--- src/hdl/hbc_pkg.sv ---
// shared constants and types of the h-bridge serial control block
package hbc_pkg;
	localparam int          CLK_PERIOD_NS = 100;
	localparam int          SYNC_W        = 23;
	// serial word layout
	localparam int          SPI_BITS      = 16;
	localparam int          FAULT_W       = 14;
	localparam int          SPI_ADDR_MSB  = 15;
	localparam int          SPI_ADDR_LSB  = 14;
	localparam logic [1:0]  SPI_REG_FAULT = 2'h0;
	localparam logic [1:0]  SPI_REG_CFG   = 2'h1;
	localparam logic [1:0]  SPI_REG_MASK  = 2'h2;
	localparam int          SLEW_W        = 3;
	localparam logic [2:0]  SLEW_RST      = 3'h2;
	localparam logic [13:0] FMASK_RST     = 14'h3fff;
	// dead time per slew step
	localparam int          DEAD_BASE_NS  = 200;
	localparam int          DEAD_BASE_CYC = (DEAD_BASE_NS + CLK_PERIOD_NS - 1) / CLK_PERIOD_NS;
	// register bus map
	localparam int          AXI_AW        = 4;
	localparam logic [3:0]  AXI_STATUS    = 4'h0;
	localparam logic [3:0]  AXI_IRQ_STAT  = 4'h4;
	localparam logic [3:0]  AXI_IRQ_MASK  = 4'h8;
	localparam logic [3:0]  AXI_SPI_CFG   = 4'hc;
	localparam logic [1:0]  RESP_OKAY     = 2'h0;
	localparam logic [1:0]  RESP_SLVERR   = 2'h2;
	// interrupt bits
	localparam int          IRQ_W         = 3;
	localparam int          IRQ_WORD      = 0;
	localparam int          IRQ_FAULT     = 1;
	localparam int          IRQ_MODE      = 2;
	localparam logic [2:0]  IRQ_MASK_RST  = 3'h0;
	typedef enum logic [2:0] {
		HBC_SLEEP   = 3'b001,
		HBC_STANDBY = 3'b010,
		HBC_RUN     = 3'b100
	} hbc_mode_e;
endpackage : hbc_pkg

--- src/hdl/hbc_bridge_drv.sv ---
// gate drive of both half-bridges with break-before-make dead time
`timescale 1ns/100ps
module hbc_bridge_drv
	import hbc_pkg::*;
#(
	parameter int DEAD_W = 8
)(
	// clock and reset
	input  wire logic                      aclk,
	input  wire logic                      aresetn,
	// control
	input  wire logic                      run,
	input  wire logic                      dir_a,
	input  wire logic                      dir_b,
	input  wire logic                      pwm,
	input  wire logic [hbc_pkg::SLEW_W-1:0] slew,
	// switches
	output logic                           hs_a,
	output logic                           ls_a,
	output logic                           hs_b,
	output logic                           ls_b
);
	import hbc_pkg::*;

	logic [3:0]        sw_q;
	logic [DEAD_W-1:0] dead_q;

	function automatic logic [DEAD_W-1:0] dead_len(input logic [SLEW_W-1:0] s);
		dead_len = DEAD_W'(DEAD_BASE_CYC) * (DEAD_W'(s) + DEAD_W'(1));
	endfunction : dead_len

	// order {hs_a, ls_a, hs_b, ls_b}; pwm steered to one low side
	wire       fwd    = dir_a & ~dir_b;
	wire       rev    = ~dir_a & dir_b;
	wire       brake  = dir_a & dir_b;
	wire [3:0] tgt    = run ? {fwd | brake, rev & pwm, rev | brake, fwd & pwm} : 4'h0;
	wire       go_off = |(sw_q & ~tgt);

	// off at once, on only after the dead time
	always_ff @(posedge aclk)
	begin
		if (!aresetn)
		begin
			sw_q   <= 4'h0;
			dead_q <= '0;
		end
		else if (go_off)
		begin
			sw_q   <= sw_q & tgt;
			dead_q <= dead_len(slew);
		end
		else if (dead_q != '0)
			dead_q <= dead_q - DEAD_W'(1);
		else
			sw_q <= tgt;
	end

	assign hs_a = sw_q[3];
	assign ls_a = sw_q[2];
	assign hs_b = sw_q[1];
	assign ls_b = sw_q[0];
endmodule : hbc_bridge_drv

--- src/hdl/hbc_top.sv ---
// h-bridge control: serial slave, mode logic, fault flag, register bus
//
// Summary of operation
// - enable low puts all four switches off and enters sleep.
// - enable high allows normal bridge operation.
// - disable high puts all switches off in standby, not sleep; the code enters sleep instead while enable is low.
// - disable low does not inhibit the bridge outputs.
// - high and low side of one half-bridge never on together.
// - direction inputs route pwm to one of the two low sides.
// - a direction change never lets both switches of a half conduct.
// - switching times follow the slew setting held in the serial register.
// - slave only, daisy-chainable on a shared select.
// - sample input on serial clock fall, update output on rise.
// - outgoing word goes most significant bit first.
// - after the sixteen bits of the addressed register the output echoes the received input.
// - serial output is high impedance unless select is low.
// - input accepted only while select low, msb first from master.
// - select rising applies the received word.
// - select falling loads the register addressed last time.
// - fault flag pulls low when any unmasked fault is present.
//
// Implementation choices: the AXI4-Lite interface to the registers and the address map.
`timescale 1ns/100ps
module hbc_top
	import hbc_pkg::*;
(
	// clock and reset
	input  wire logic                        aclk,
	input  wire logic                        aresetn,
	// axi4-lite write
	input  wire logic [hbc_pkg::AXI_AW-1:0]  s_axi_awaddr,
	input  wire logic                        s_axi_awvalid,
	output logic                             s_axi_awready,
	input  wire logic [31:0]                 s_axi_wdata,
	input  wire logic [3:0]                  s_axi_wstrb,
	input  wire logic                        s_axi_wvalid,
	output logic                             s_axi_wready,
	output logic [1:0]                       s_axi_bresp,
	output logic                             s_axi_bvalid,
	input  wire logic                        s_axi_bready,
	// axi4-lite read
	input  wire logic [hbc_pkg::AXI_AW-1:0]  s_axi_araddr,
	input  wire logic                        s_axi_arvalid,
	output logic                             s_axi_arready,
	output logic [31:0]                      s_axi_rdata,
	output logic [1:0]                       s_axi_rresp,
	output logic                             s_axi_rvalid,
	input  wire logic                        s_axi_rready,
	// interrupt
	output logic                             irq,
	// serial link
	input  wire logic                        sclk_in,
	input  wire logic                        cs_n_in,
	input  wire logic                        mosi_in,
	output logic                             miso_o,
	output logic                             miso_oe,
	// bridge control pins
	input  wire logic                        chip_enable_in,
	input  wire logic                        output_disable_in,
	input  wire logic                        direction_ctrl_a,
	input  wire logic                        direction_ctrl_b,
	input  wire logic                        pwm_in,
	// faults
	input  wire logic [hbc_pkg::FAULT_W-1:0] fault_src,
	input  wire logic                        fault_flag_n_i,
	output logic                             fault_flag_n_o,
	output logic                             fault_flag_n_oe,
	// bridge switches and analog settings
	output logic                             half_bridge_out_a_hs,
	output logic                             half_bridge_out_a_ls,
	output logic                             half_bridge_out_b_hs,
	output logic                             half_bridge_out_b_ls,
	output logic [hbc_pkg::SLEW_W-1:0]       slew_sel,
	output logic                             sleep_o,
	output logic                             standby_o
);
	import hbc_pkg::*;

	// input synchronisers
	logic [SYNC_W-1:0]  meta_q;
	logic [SYNC_W-1:0]  sync_q;
	logic               sclk_prev_q;
	logic               cs_prev_q;

	always_ff @(posedge aclk)
	begin
		if (!aresetn)
		begin
			meta_q <= {{(SYNC_W-FAULT_W-1){1'b0}}, 1'b1, {FAULT_W{1'b0}}};
			sync_q <= {{(SYNC_W-FAULT_W-1){1'b0}}, 1'b1, {FAULT_W{1'b0}}};
		end
		else
		begin
			meta_q <= {pwm_in, direction_ctrl_b, direction_ctrl_a, output_disable_in,
				chip_enable_in, fault_flag_n_i, sclk_in, mosi_in, cs_n_in, fault_src};
			sync_q <= meta_q;
		end
	end

	wire [FAULT_W-1:0] flt_s   = sync_q[FAULT_W-1:0];
	wire               cs_s    = sync_q[14];
	wire               mosi_s  = sync_q[15];
	wire               sclk_s  = sync_q[16];
	wire               flag_s  = sync_q[17];
	wire               en_s    = sync_q[18];
	wire               dis_s   = sync_q[19];
	wire               dira_s  = sync_q[20];
	wire               dirb_s  = sync_q[21];
	wire               pwm_s   = sync_q[22];

	always_ff @(posedge aclk)
	begin
		if (!aresetn)
		begin
			sclk_prev_q <= 1'b0;
			cs_prev_q   <= 1'b1;
		end
		else
		begin
			sclk_prev_q <= sclk_s;
			cs_prev_q   <= cs_s;
		end
	end

	wire sclk_rise = sclk_s & ~sclk_prev_q & ~cs_s;
	wire sclk_fall = ~sclk_s & sclk_prev_q & ~cs_s;
	wire cs_fall   = ~cs_s & cs_prev_q;
	wire cs_rise   = cs_s & ~cs_prev_q;

	// serial register file
	logic [SPI_BITS-1:0] shift_q;
	logic [3:0]          cnt_q;
	logic                full_q;
	logic                miso_q;
	logic                miso_oe_q;
	logic [1:0]          prev_addr_q;
	logic [SLEW_W-1:0]   slew_q;
	logic [FAULT_W-1:0]  fmask_q;
	logic [FAULT_W-1:0]  fault_q;
	logic                flag_act_q;
	hbc_mode_e           mode_q;
	hbc_mode_e           mode_d;

	wire                flag_act = |(fault_q & fmask_q);
	wire [SPI_BITS-1:0] rd_fault = {flag_act, mode_q == HBC_STANDBY, fault_q};
	wire [SPI_BITS-1:0] rd_cfg   = {{(SPI_BITS-SLEW_W){1'b0}}, slew_q};
	wire [SPI_BITS-1:0] rd_mask  = {2'b00, fmask_q};
	wire [SPI_BITS-1:0] rd_word  = (prev_addr_q == SPI_REG_CFG)  ? rd_cfg :
	                               (prev_addr_q == SPI_REG_MASK) ? rd_mask :
	                               (prev_addr_q == SPI_REG_FAULT) ? rd_fault : '0;
	wire                apply    = cs_rise & full_q & (cnt_q == 4'h0);
	wire [1:0]          w_addr   = shift_q[SPI_ADDR_MSB:SPI_ADDR_LSB];
	wire [FAULT_W-1:0]  w_data   = shift_q[FAULT_W-1:0];
	wire [FAULT_W-1:0]  f_clr    = (apply && w_addr == SPI_REG_FAULT) ? w_data : '0;

	// shift path: addressed register word out first, then the input wraps round
	always_ff @(posedge aclk)
	begin
		if (!aresetn)
		begin
			shift_q <= '0;
			cnt_q   <= 4'h0;
			full_q  <= 1'b0;
			miso_q  <= 1'b0;
		end
		else if (cs_fall)
		begin
			shift_q <= rd_word;
			cnt_q   <= 4'h0;
			full_q  <= 1'b0;
			miso_q  <= rd_word[SPI_BITS-1];
		end
		else if (sclk_fall)
		begin
			shift_q <= {shift_q[SPI_BITS-2:0], mosi_s};
			cnt_q   <= cnt_q + 4'h1;
			if (cnt_q == 4'hf)
				full_q <= 1'b1;
		end
		else if (sclk_rise)
			miso_q <= shift_q[SPI_BITS-1];
	end

	// settings written at select rise
	always_ff @(posedge aclk)
	begin
		if (!aresetn)
		begin
			prev_addr_q <= SPI_REG_FAULT;
			slew_q      <= SLEW_RST;
			fmask_q     <= FMASK_RST;
		end
		else if (apply)
		begin
			prev_addr_q <= w_addr;
			if (w_addr == SPI_REG_CFG)
				slew_q <= w_data[SLEW_W-1:0];
			if (w_addr == SPI_REG_MASK)
				fmask_q <= w_data;
		end
	end

	// faults latch; a new fault wins over a clear
	always_ff @(posedge aclk)
	begin
		if (!aresetn)
		begin
			fault_q    <= '0;
			flag_act_q <= 1'b0;
			miso_oe_q  <= 1'b0;
		end
		else
		begin
			fault_q    <= (fault_q & ~f_clr) | flt_s;
			flag_act_q <= flag_act;
			miso_oe_q  <= ~cs_s;
		end
	end

	// operating mode
	always_comb
	begin
		case (1'b1)
			!en_s:   mode_d = HBC_SLEEP;
			dis_s:   mode_d = HBC_STANDBY;
			default: mode_d = HBC_RUN;
		endcase
	end

	always_ff @(posedge aclk)
	begin
		if (!aresetn)
			mode_q <= HBC_SLEEP;
		else
			mode_q <= mode_d;
	end

	hbc_bridge_drv u_drv (
		.aclk    (aclk),
		.aresetn (aresetn),
		.run     (mode_q == HBC_RUN),
		.dir_a   (dira_s),
		.dir_b   (dirb_s),
		.pwm     (pwm_s),
		.slew    (slew_q),
		.hs_a    (half_bridge_out_a_hs),
		.ls_a    (half_bridge_out_a_ls),
		.hs_b    (half_bridge_out_b_hs),
		.ls_b    (half_bridge_out_b_ls)
	);

	assign miso_o          = miso_q;
	assign miso_oe         = miso_oe_q;
	assign fault_flag_n_o  = 1'b0;
	assign fault_flag_n_oe = flag_act_q;
	assign slew_sel        = slew_q;
	assign sleep_o         = (mode_q == HBC_SLEEP);
	assign standby_o       = (mode_q == HBC_STANDBY);

	// register bus slave
	logic [AXI_AW-1:0] awaddr_q;
	logic              aw_got_q;
	logic [31:0]       wdata_q;
	logic [3:0]        wstrb_q;
	logic              w_got_q;
	logic              bvalid_q;
	logic [1:0]        bresp_q;
	logic              rvalid_q;
	logic [1:0]        rresp_q;
	logic [31:0]       rdata_q;
	logic [IRQ_W-1:0]  irq_stat_q;
	logic [IRQ_W-1:0]  irq_mask_q;

	function automatic logic known_addr(input logic [AXI_AW-1:0] a);
		known_addr = (a == AXI_STATUS) || (a == AXI_IRQ_STAT) ||
		             (a == AXI_IRQ_MASK) || (a == AXI_SPI_CFG);
	endfunction : known_addr

	wire              do_wr   = aw_got_q & w_got_q & ~bvalid_q;
	wire              lane0   = do_wr & wstrb_q[0];
	wire [IRQ_W-1:0]  irq_clr = (lane0 && awaddr_q == AXI_IRQ_STAT) ? wdata_q[IRQ_W-1:0] : '0;
	wire              new_flt = |(flt_s & ~fault_q);
	wire [IRQ_W-1:0]  irq_ev  = {mode_d != mode_q, new_flt, apply};
	wire [31:0]       rd_stat = {13'h0000, miso_oe_q, flag_s, mode_q, fault_q};
	wire [31:0]       rd_cfgw = {2'b00, fmask_q, 13'h0000, slew_q};
	wire [31:0]       rd_bus  = (s_axi_araddr == AXI_STATUS)   ? rd_stat :
	                            (s_axi_araddr == AXI_IRQ_STAT) ? {29'h0, irq_stat_q} :
	                            (s_axi_araddr == AXI_IRQ_MASK) ? {29'h0, irq_mask_q} :
	                            (s_axi_araddr == AXI_SPI_CFG)  ? rd_cfgw : 32'h0000_0000;

	assign s_axi_awready = ~aw_got_q & ~bvalid_q;
	assign s_axi_wready  = ~w_got_q & ~bvalid_q;
	assign s_axi_arready = ~rvalid_q;

	always_ff @(posedge aclk)
	begin
		if (!aresetn)
		begin
			awaddr_q <= '0;
			aw_got_q <= 1'b0;
			wdata_q  <= 32'h0000_0000;
			wstrb_q  <= 4'h0;
			w_got_q  <= 1'b0;
			bvalid_q <= 1'b0;
			bresp_q  <= RESP_OKAY;
		end
		else
		begin
			if (s_axi_awvalid && s_axi_awready)
			begin
				awaddr_q <= s_axi_awaddr;
				aw_got_q <= 1'b1;
			end
			if (s_axi_wvalid && s_axi_wready)
			begin
				wdata_q <= s_axi_wdata;
				wstrb_q <= s_axi_wstrb;
				w_got_q <= 1'b1;
			end
			if (do_wr)
			begin
				aw_got_q <= 1'b0;
				w_got_q  <= 1'b0;
				bvalid_q <= 1'b1;
				bresp_q  <= known_addr(awaddr_q) ? RESP_OKAY : RESP_SLVERR;
			end
			else if (bvalid_q && s_axi_bready)
				bvalid_q <= 1'b0;
		end
	end

	always_ff @(posedge aclk)
	begin
		if (!aresetn)
		begin
			rvalid_q <= 1'b0;
			rresp_q  <= RESP_OKAY;
			rdata_q  <= 32'h0000_0000;
		end
		else if (s_axi_arvalid && s_axi_arready)
		begin
			rvalid_q <= 1'b1;
			rresp_q  <= known_addr(s_axi_araddr) ? RESP_OKAY : RESP_SLVERR;
			rdata_q  <= rd_bus;
		end
		else if (s_axi_rready)
			rvalid_q <= 1'b0;
	end

	// sticky events, set beats write-one-to-clear
	always_ff @(posedge aclk)
	begin
		if (!aresetn)
		begin
			irq_stat_q <= '0;
			irq_mask_q <= IRQ_MASK_RST;
		end
		else
		begin
			irq_stat_q <= (irq_stat_q & ~irq_clr) | irq_ev;
			if (lane0 && awaddr_q == AXI_IRQ_MASK)
				irq_mask_q <= wdata_q[IRQ_W-1:0];
		end
	end

	assign irq           = |(irq_stat_q & irq_mask_q);
	assign s_axi_bvalid  = bvalid_q;
	assign s_axi_bresp   = bresp_q;
	assign s_axi_rvalid  = rvalid_q;
	assign s_axi_rresp   = rresp_q;
	assign s_axi_rdata   = rdata_q;
endmodule : hbc_top

--- config.mk ---
export PLATFORM = sky130hd
export DESIGN_NAME = hbc_top
export DESIGN_NICKNAME = d
export VERILOG_FILES = /design/src/hdl/hbc_pkg.sv /design/src/hdl/hbc_bridge_drv.sv /design/src/hdl/hbc_top.sv
export SDC_FILE = /design/constraint.sdc
export NUM_CORES = 1
export LEC_CHECK = 0
export BUFFER_PORTS_ARGS = -buffer_cell sky130_fd_sc_hd__buf_4
export CAP_MARGIN = 20
export CORE_ASPECT_RATIO = 1.1
export CORE_MARGIN = 2
export CORE_UTILIZATION = 30
export CTS_CLUSTER_SIZE = 25
export DETAILED_ROUTE_END_ITERATION = 6
export PLACE_DENSITY = 0.52
export RECOVER_POWER = 100
export SLEW_MARGIN = 0
export SYNTH_ARGS = -nofsm -noshare
export SYNTH_HDL_FRONTEND = slang
export SYNTH_SLANG_ARGS = --single-unit
--- constraint.sdc ---
create_clock -name aclk -period 1.5 [get_ports aclk]
set_input_delay 0.3 -clock aclk [delete_from_list [all_inputs] [get_ports aclk]]
set_output_delay 0.3 -clock aclk [all_outputs]
set_load 0.1 [all_outputs]
==> results of run 1 <==
## power breakdown
group / leakage (nW) / switching, mW / internal (mW)
registers: 1.40 / 0.143 / 4.72
logic: 2.02 / 1.02 / 0.774
clock network: 0.284 / 1.92 / 2.49
## area by class of cell
class	count	area share (%)
multi-input cells	453	33.88
flip-flops and latches	170	37.93
clock buffers	17	4.684
clock inverters	15	1.846
repair buffers	182	16.55
inverters	27	1.116
well taps	290	3.996
## registers in the layout, indices dropped and copies added (netlist names), 2 cells and up
register,count
cnt_q,4
fault_q,14
u_drv.sw_q,4
wdata_q,3
meta_q,23
slew_sel,3
irq_mask_q,3
awaddr_q,4
sync_q,23
shift_q,16
u_drv.dead_q,8
s_axi_rdata,30
prev_addr_q,2
mode_q,3
fmask_q,14
irq_stat_q,3
## critical path, stage by stage, from the launching register on
cell and delay (ns):
dfxtp_1 0.33, a222oi_1 0.38, inv_1 0.10, buf_6 0.20
## kinds of logic (layout without fill, tap and decap cells)
group           count (synthesis)  after routing  share of synthesized area, %
simple gates                  264            265                         20.97
fa+ha+maj                       4              4                        0.7790
xor+xnor                        7              7                        0.9543
flops                         170            170                         52.97
mux                            23             23                         3.836
compound gates                149            149                         15.64
buf+inv                        72            241                         4.791
other cells                     1              5                       0.05837
## timing repair
| action | in CTS | in global routing |
|---|---|---|
| hold buffers | 0 | 0 |
| endpoints found under the setup margin | 30 | 66 |
| cloned | 0 | 3 |
| pin swaps | 10 | 47 |
| gates resized for setup | 41 | 70 |
| setup buffers | 1 | 8 |
## through the flow
stage          area (um^2)  power [mW]  util (%)  setup TNS (ns)
6_report              9081       11.06     42.92          -2.359
5_1_grt               9081       11.58     42.92          -8.649
4_1_cts               8825       11.09     41.70         -0.7358
3_5_place_dp          8073       6.604     38.15         -0.5664
3_3_place_gp          8073       6.597     38.15         -0.3817
2_1_floorplan         6580       6.012         -          -3.212
## worst paths after layout
kind	startpoint	to	cells past startpoint
min	fault_src[12]	meta_q[12]$_SDFF_PN0_	2
min reg2reg	meta_q[14]$_SDFF_PN1_	sync_q[14]$_SDFF_PN1_	1
max	irq_mask_q[1]$_SDFFE_PN0P_	irq	3
max reg2reg	cnt_q[3]$_SDFFE_PP0P_	fmask_q[10]$_SDFFE_PN1P_	6
## cell usage in the layout (no fill, tap or decap), drive strengths merged, types with 8 or more instances in the layout
cell type    n
a21oi       41
a222oi      16
a22oi       24
a31oi       16
and2        47
buf        139
clkbuf      60
dfxtp      170
inv         32
mux2i       19
nand2       65
nand2b       8
nand3       38
nor2        63
nor3        13
nor3b        8
o21ai       22
o22ai        9
## Yosys cell counts, types with 10 or more instances
master,instances,share of area [%]
a21oi_1,41,3.2
clkbuf_1,26,1.5
nand3_1,37,2.9
inv_1,27,1.6
a222oi_1,16,2.5
dfxtp_1,170,53
a31oi_1,16,1.6
nor2_1,63,3.7
nand2_1,65,3.8
nor3_1,10,0.78
o21ai_0,21,1.6
a22oi_1,24,2.8
and2_1,47,4.6
mux2i_1,19,3.0
## layer usage
layer | vias up | wire length (um) | GRT usage [%]
met5 | - | 0 | 0
met4 | 0 | 324 | 5.602
met3 | 22 | 883 | 3.255
met2 | 143 | 7899 | 23.06
met1 | 2569 | 8503 | 21.90
li1 | 2736 | - | -
==> qor.txt, run 1 <==
Hold Path Class = input pin to flop
Final instance count without filler cells = 1154
Tmin final = 1.724 ns
Grt total ovfl = 0
Number of global-route vias before repair = 5145
Max-slew headroom = 45.37%
Clk sinks = 170
CP max FO = 3
Worst Setup Start Kind = flop
Placer Congestion = 0.7954
Register area share after synthesis = 52.97%
CTS tree = built
Die width = 143.5 um
Die ar. = 22600 um^2
Hpwl dp = 12.22 mm
Fraction of registers with async set/reset = 0%
Post-route ant nets = 0
FP Rows = 56
Pwr per Cell Area = 1218 nW/um^2
Post-DR vias/cell = 4.740
Initial DRT Pass Iterations = 6
Area of the multi-input gates = 3077 um^2
Post-synth top flop = dfxtp_1
Clk_lat worst skew = 0.43 ns
Max cap viols = 0
Post-synth EDFFs = 0
Total number of vias = 5470
I/O Pins = 129
RSZ-0062 raised after global routing = yes
WHS = 0.07757 ns
Synth warn = 0
H-tree depth = 4
Cells after Synth = 690
Layout cell share with drive strength beyond 1 = 35.42%
Cell count after placement = 1111
Worst setup margin = -0.2237 ns
Yosys reg bits = 170
GRT Total Usage = 15.45%
Critical Path End Type = output pin
Avg Inst Size Synth = 9.311 um^2
Die height = 157.5 um
Final setup violation count = 46
Critical Path AT = 1.42 ns
Fill count = 2115
Max Fclk = 0.5802 GHz
Initial antenna violation count = 0
Drt total wl = 17.61 mm
Initial Utilization = 30.36%
Max VDD drop = 0.6115 mV
CP Class = flop to output pin
Setup WS pre-CTS = -0.09019 ns
Port Buffers = 91
Core area = 21160 um^2
Final hold violation count = 0
DRC violations left = 0
CTS max path bufs = 2
Clk_skew = 0.008863 ns
R2R Setup Slk = -0.10 ns
Area Overhead vs Synth = 41.34%
Critical Path RT = 1.20 ns
Worst-Margin Slew = 0.8194 ns
Final period util = 114.9%
Mapped cell area = 6425 um^2
CTS Root Buffer Type = clkbuf_16
Diode count = 0
FF+latch area = 3445 um^2
Final net count = 929
Clock-pin slew on the worst setup and hold paths = 0.06 ns
Synth cell types = 60
Final number of max-transition violations = 0
Drt first-iter violations = 430
Outcome = complete, but fails checks
Largest net degree at the start of global routing = 55
Pleak = 3.703 nW
First-pass GRT wire length = 27.18 mm
Num CTS Buffers = 17
Per-cell routed wire length = 15.26 um
Failing checks = setup timing
(Power assumes the default switching activity.)
==> inputs of run 2 (changes only) <==
--- a/config.mk
+++ b/config.mk
@@ -14,6 +14,7 @@
 export DETAILED_ROUTE_END_ITERATION = 6
 export PLACE_DENSITY = 0.52
 export RECOVER_POWER = 100
+export SETUP_SLACK_MARGIN = 0.4
 export SLEW_MARGIN = 0
 export SYNTH_ARGS = -nofsm -noshare
 export SYNTH_HDL_FRONTEND = slang
==> qor.txt, run 2 (synthesis results as in run 1) <==
Outcome = complete, but fails checks
Failing checks = DRC, setup timing
Critical Path Max Stage Delay = 0.42 ns (+0.04 ns)
H-tree depth = 4 (unchanged)
Core area = 21160 um^2 (unchanged)
Worst setup margin = -0.2338 ns (-0.01015 ns)
Number of global-route vias before repair = 5533 (+7.5%)
Final period util = 115.6% (+0.68 points)
Fill count = 1991 (-5.9%)
Tmin final = 1.734 ns (+0.01015 ns)
Final hold violation count = 0 (unchanged)
Critical Path AT = 1.43 ns (about the same)
Die height = 157.5 um (unchanged)
Switching Power = 3.127 mW (+1.5%)
Initial Utilization = 30.36% (unchanged)
Clk sinks = 170 (unchanged)
Hold_buf cts = 0 (unchanged)
Max VDD drop = 0.7476 mV (+22%)
Largest net degree at the start of global routing = 51 (-7.3%)
Die width = 143.5 um (unchanged)
Clk_lat worst skew = 0.43 ns (about the same)
CP Class = flop to output pin
Layout cell share with drive strength beyond 1 = 51.36% (+16 points)
FP Rows = 56 (unchanged)
Leading cell types in the layout, fill and taps excluded = buf_4, dfxtp_1, nor2_1
R2R Setup Slk = -0.12 ns (-0.02 ns)
Clk_skew = 0.01040 ns (+0.001533 ns)
Worst path bufs/invs = 2 (unchanged)
Diode count = 0 (unchanged)
CTS tree = built
Worst reg2reg path endpoint = fmask_q[10]$_SDFFE_PN1P_
Grt total ovfl = 0 (unchanged)
Hpwl dp = 12.43 mm (+1.7%)
Sw frac = 26.73% (-1.1 points)
Max cap viols = 0 (unchanged)
Critical-path cell list = a222oi_1 > inv_2 > buf_12
Hold Path Sink = meta_q[14]$_SDFF_PN1_
Internal power = 8.574 mW (+7.4%)
Num CTS Buffers = 17 (unchanged)
Critical Path RT = 1.20 ns (about the same)
Placer Congestion = 0.8040 (+1.1%)
Reg2reg start = cnt_q[3]$_SDFFE_PP0P_
Die ar. = 22600 um^2 (unchanged)
Crit-path leading delay family = compound AO/OA/AOI/OAI gates
CP max FO = 3 (unchanged)
Placed cell area = 8255 um^2 (+2.3%)
Clock power frac = 41.4% (+1.6 points)
Per-cell routed wire length = 16.16 um (+5.9%)
Final setup violation count = 64 (+39%)
Max-slew headroom = 21.39% (-24 points)
I/O Pins = 129 (unchanged)
Pleak = 4.299 nW (+16%)
R2R depth = 6 (unchanged)
CTS Root Buffer Type = clkbuf_16
Drt total wl = 19.57 mm (+11%)
Critical Path End Type = output pin
Max reg flops = 30 (unchanged)
Final instance area = 10430 um^2 (+15%)
Post-DR vias/cell = 4.730 (-0.21%)
Max Fclk = 0.5768 GHz (-0.59%)
Clock-pin slew on the worst setup and hold paths = 0.07 ns (about the same)
Hold Path Class = input pin to flop
Commonest non-fill, non-tap cell in the layout = buf_4
RSZ-0062 raised after global routing = yes
Area Overhead vs Synth = 62.38%
Initial antenna violation count = 0 (unchanged)
Pwr per Cell Area = 1122 nW/um^2 (-7.9%)
Initial DRT Pass Iterations = 7 (+1)
DRC violations left = 16 (+16)
GRT Total Usage = 17.22% (+1.8 points)
Post-route ant nets = 0 (unchanged)
First-pass GRT wire length = 29.97 mm (+10%)
Total number of vias = 5728 (+4.7%)
Worst Hold Depth = 2 (unchanged)
Drt first-iter violations = 355 (-17%)
Sequential Power Share = 41.4% (-2.5 points)
Final number of max-transition violations = 0 (unchanged)
Critical path's slowest cell = a222oi_1
Comb power frac = 17.1% (+0.9 points)
CTS max path bufs = 2 (unchanged)
Port Buffers = 91 (unchanged)
Final net count = 986 (+6.1%)
Post-layout util = 49.30% (+6.4 points)
Worst-Margin Slew = 1.179 ns (+0.3597 ns)
Hold_sp = cs_n_in
Worst Setup Start Kind = flop
## run 2: cell types whose count changed in the layout (fill, tap and decap cells not counted), sizes merged
| cell | previous run | this run |
|---|---|---|
| buf | 139 | 211 |
| bufinv | 2 | 4 |
| clkbuf | 60 | 48 |
| clkdlybuf4s25 | 0 | 1 |
| clkinv | 5 | 1 |
| inv | 32 | 30 |
| o2111ai | 1 | 2 |
| or3 | 3 | 2 |
## run 2: layout make-up
class	instances	area (um^2)	share of cell area, %
repair buffers	239	2228	21.36
well taps	290	362.8	3.478
multi-input cells	453	3545	33.98
flip-flops and latches	170	3538	33.92
clock buffers	21	471.7	4.521
inverters	27	105.1	1.007
clock inverters	11	181.4	1.739
## run 2: power by group through the flow
stage / combinational (mW) / clock [mW] / sequential [mW]
global placement: 1.68 / 0 / 4.96
CTS: 1.97 / 4.94 / 4.87
floorplan: 0.948 / 0 / 5.11
global route: 2.18 / 5.18 / 4.87
detailed placement: 1.68 / 0 / 4.96
finish: 2.01 / 4.85 / 4.85
## run 2: worst max path at each step
stage	to	depth (start not counted)	startpoint	slack, ns
5_1_grt	irq	3	irq_mask_q[1]$_SDFFE_PN0P_	-0.37
6_report	irq	3	irq_stat_q[1]$_SDFF_PN0_	-0.23
2_1_floorplan	awaddr_q[0]$_SDFFE_PN0P_	5	s_axi_bvalid$_SDFFE_PN0P_	-0.17
4_1_cts	irq	3	irq_mask_q[1]$_SDFFE_PN0P_	-0.25
3_5_place_dp	shift_q[8]$_SDFFE_PN0P_	5	cs_prev_q$_SDFF_PN1_	-0.22
3_3_place_gp	shift_q[8]$_SDFFE_PN0P_	5	cs_prev_q$_SDFF_PN1_	-0.20
## run 2: repair_timing
action,CTS,global route
cloned,6,1
setup buffers,33,28
gates resized for setup,274,112
endpoints found under the setup margin,164,162
pin swaps,49,56
## run 2: metal layers
layer	GRT usage, %	share of wire (%)	vias up
li1	-	-	2859
met1	23.85	46	2699
met2	26.96	48	157
met3	3.742	4.9	13
met4	4.902	1.1	0
met5	0	0	-
## run 2: per-stage QoR
stage	hold WS [ns]	std cells	setup TNS [ns]	power [mW]	setup slack (ns)
after detailed placement	0.4065	1111	-3.925	6.644	-0.2206
after CTS	0.03607	1182	-2.136	11.78	-0.2484
after global placement	0.3965	1111	-3.698	6.638	-0.2038
after floorplan	0.3863	694	-4.187	6.061	-0.1713
after global routing	0.05354	1211	-12.88	12.23	-0.3715
final	0.05269	1211	-4.475	11.70	-0.2338
## run 2: worst reg2reg max path, stage by stage, from the launching register on
cell,delay (ns)
dfxtp_2,0.34
nor4b_4,0.25
nand3_1,0.16
or3_4,0.41
buf_12,0.17
nand2_2,0.08
nand3_2,0.06
==> inputs of run 3 (changes only) <==
--- a/config.mk
+++ b/config.mk
@@ -8,7 +8,7 @@
 export BUFFER_PORTS_ARGS = -buffer_cell sky130_fd_sc_hd__buf_4
 export CAP_MARGIN = 20
 export CORE_ASPECT_RATIO = 1.1
-export CORE_MARGIN = 2
+export CORE_MARGIN = 5
 export CORE_UTILIZATION = 30
 export CTS_CLUSTER_SIZE = 25
 export DETAILED_ROUTE_END_ITERATION = 6
==> qor.txt, run 3 (synthesis results as in run 1) <==
Worst Setup Start Kind = flop
Met2 wire length = 9.305 mm (about the same)
FP Rows = 56 (unchanged)
Commonest non-fill, non-tap cell in the layout = buf_4
Drt first-iter violations = 367 (+3.4%)
Die height = 163.5 um (+3.8%)
Clk_lat worst skew = 0.43 ns (about the same)
Critical path depth = 3 (unchanged)
Crit-path leading delay family = compound AO/OA/AOI/OAI gates
CP max FO = 2 (-1)
Critical Path Max Stage Delay = 0.37 ns (-0.05 ns)
Number of global-route vias before repair = 5499 (-0.61%)
Worst path bufs/invs = 2 (unchanged)
Max-slew headroom = 27.03% (+5.6 points)
Worst-Margin Slew = 1.095 ns (-0.08457 ns)
Area Overhead vs Synth = 59.57%
Max reg flops = 30 (unchanged)
Total number of vias = 5714 (-0.24%)
Drt total wl = 19.69 mm (+0.60%)
Final number of max-transition violations = 0 (unchanged)
Tmin final = 1.689 ns (-0.04493 ns)
Critical Path RT = 1.20 ns (about the same)
R2R depth = 6 (unchanged)
Failing checks = DRC, setup timing
CTS tree = built
Worst reg2reg path endpoint = fmask_q[3]$_SDFFE_PN1P_
Post-DR vias/cell = 4.750 (+0.42%)
Clk sinks = 170 (unchanged)
Initial DRT Pass Iterations = 7 (unchanged)
RSZ-0062 raised after global routing = yes
Die width = 149.5 um (+4.2%)
Max VDD drop = 0.7487 mV (+0.14%)
Post-route ant nets = 0 (unchanged)
Final hold violation count = 0 (unchanged)
I/O Pins = 129 (unchanged)
Num CTS Buffers = 17 (unchanged)
WHS = 0.06287 ns (+0.01018 ns)
Pleak = 4.217 nW (-1.9%)
Final period util = 112.6% (-3.0 points)
Port Buffers = 91 (unchanged)
Worst setup margin = -0.1889 ns (+0.04493 ns)
Cell count after placement = 1110 (-0.090%)
Met3 WL = 1.392 mm (+46%)
Largest net degree at the start of global routing = 50 (-2.0%)
R2R Setup Slk = -0.11 ns (about the same)
WL met1 = 8.714 mm (-4.2%)
Final setup violation count = 54 (-16%)
Initial antenna violation count = 0 (unchanged)
CTS Root Buffer Type = clkbuf_16
Max Fclk = 0.5921 GHz (+2.7%)
Leading cell types in the layout, fill and taps excluded = buf_4, dfxtp_1, nor2_1
CTS max path bufs = 2 (unchanged)
Max cap viols = 0 (unchanged)
Diode count = 0 (unchanged)
Core area = 21230 um^2 (+0.33%)
Grt total ovfl = 0 (unchanged)
CP Class = flop to output pin
Per-cell routed wire length = 16.37 um (+1.3%)
Clock-pin slew on the worst setup and hold paths = 0.06 ns (about the same)
Pwr per Cell Area = 1068 nW/um^2 (-4.8%)
Critical Path End Type = output pin
Hold Path Class = input pin to flop
Tot Pwr = 10.95 mW (-6.4%)
Final instance count without filler cells = 1203 (-0.66%)
Critical-path cell list = a222oi_1 > inv_2 > buf_12
Outcome = complete, but fails checks
Hpwl dp = 12.68 mm (+2.0%)
Initial Utilization = 30.26% (-0.10 points)
GRT Total Usage = 15.70% (-1.5 points)
Layout cell share with drive strength beyond 1 = 50.71% (-0.65 points)
Die ar. = 24450 um^2 (+8.1%)
Highest Signal Layer = met4
First-pass GRT wire length = 30.03 mm (+0.21%)
Clk_skew = 0.007014 ns (-0.003382 ns)
End of the critical path = irq
H-tree depth = 4 (unchanged)
DRC violations left = 5 (-11)
Reg2reg start = cnt_q[3]$_SDFFE_PP0P_
Critical path's slowest cell = a222oi_1
Critical Path AT = 1.39 ns (-0.04 ns)
Final net count = 978 (-0.81%)
Crit path launch = irq_mask_q[1]$_SDFFE_PN0P_
Placer Congestion = 0.8279 (+3.0%)
==> run 3: changes by cell type in the layout (fill, tap and decap cells not counted), moves of 6 or more <==
cell and change:
dfxtp_1 +7, nor2_1 +6, nor2_2 -7, and2_1 -6, dfxtp_2 -10, and2_0 +6, a21oi_1 -6, a21oi_2 +7
==> run 3: layout make-up <==
| type | instances | area, um^2 |
|---|---|---|
| well taps | 290 | 362.8 |
| clock buffers | 22 | 474.2 |
| clock inverters | 10 | 91.34 |
| multi-input cells | 452 | 3515 |
| inverters | 27 | 105.1 |
| repair buffers | 232 | 2167 |
| flip-flops and latches | 170 | 3537 |
| fillers | 2029 | 10980 |
==> run 3: how the worst min path moves through the flow <==
stage / to / from / depth (start not counted) / slack, ns
after floorplan: sync_q[14]$_SDFF_PN1_ / meta_q[14]$_SDFF_PN1_ / 1 / 0.39
after global placement: sync_q[20]$_SDFF_PN0_ / meta_q[20]$_SDFF_PN0_ / 1 / 0.42
after detailed placement: sync_q[15]$_SDFF_PN0_ / meta_q[15]$_SDFF_PN0_ / 1 / 0.42
after CTS: meta_q[14]$_SDFF_PN1_ / cs_n_in / 2 / 0.05
after global routing: meta_q[14]$_SDFF_PN1_ / cs_n_in / 2 / 0.05
final: meta_q[14]$_SDFF_PN1_ / cs_n_in / 2 / 0.06
==> run 3: stage by stage <==
| step | TNS, ns | utilization, % | instance area (um^2) | setup slack [ns] |
|---|---|---|---|---|
| 4_1_cts | -1.673 | 48.20 | 10230 | -0.2225 |
| 3_5_place_dp | -3.548 | 38.97 | 8273 | -0.1841 |
| 5_1_grt | -10.71 | 48.29 | 10250 | -0.2516 |
| 6_report | -3.263 | 48.29 | 10250 | -0.1889 |
| 2_1_floorplan | -4.187 | - | 6859 | -0.1713 |
| 3_3_place_gp | -2.856 | 38.97 | 8273 | -0.1524 |
==> run 3: power breakdown <==
part           internal (mW)  switching (mW)
clock                   2.42            1.80
sequential              4.70           0.154
combinational          0.836            1.05
==> run 3: routing by layer <==
layer  GRT usage (%)  vias up
met5               0        -
met2           25.19      183
met4           4.578        0
met3           3.552       20
li1                -     2837
met1           21.18     2674
==> run 3: what timing repair did <==
| action | in CTS | in global routing |
|---|---|---|
| gates cloned | 4 | 3 |
| buffers inserted | 33 | 21 |
| hold buffers | 0 | 0 |
| pin swaps | 52 | 78 |
| resized for setup | 258 | 119 |
| setup endpoints to repair | 160 | 162 |
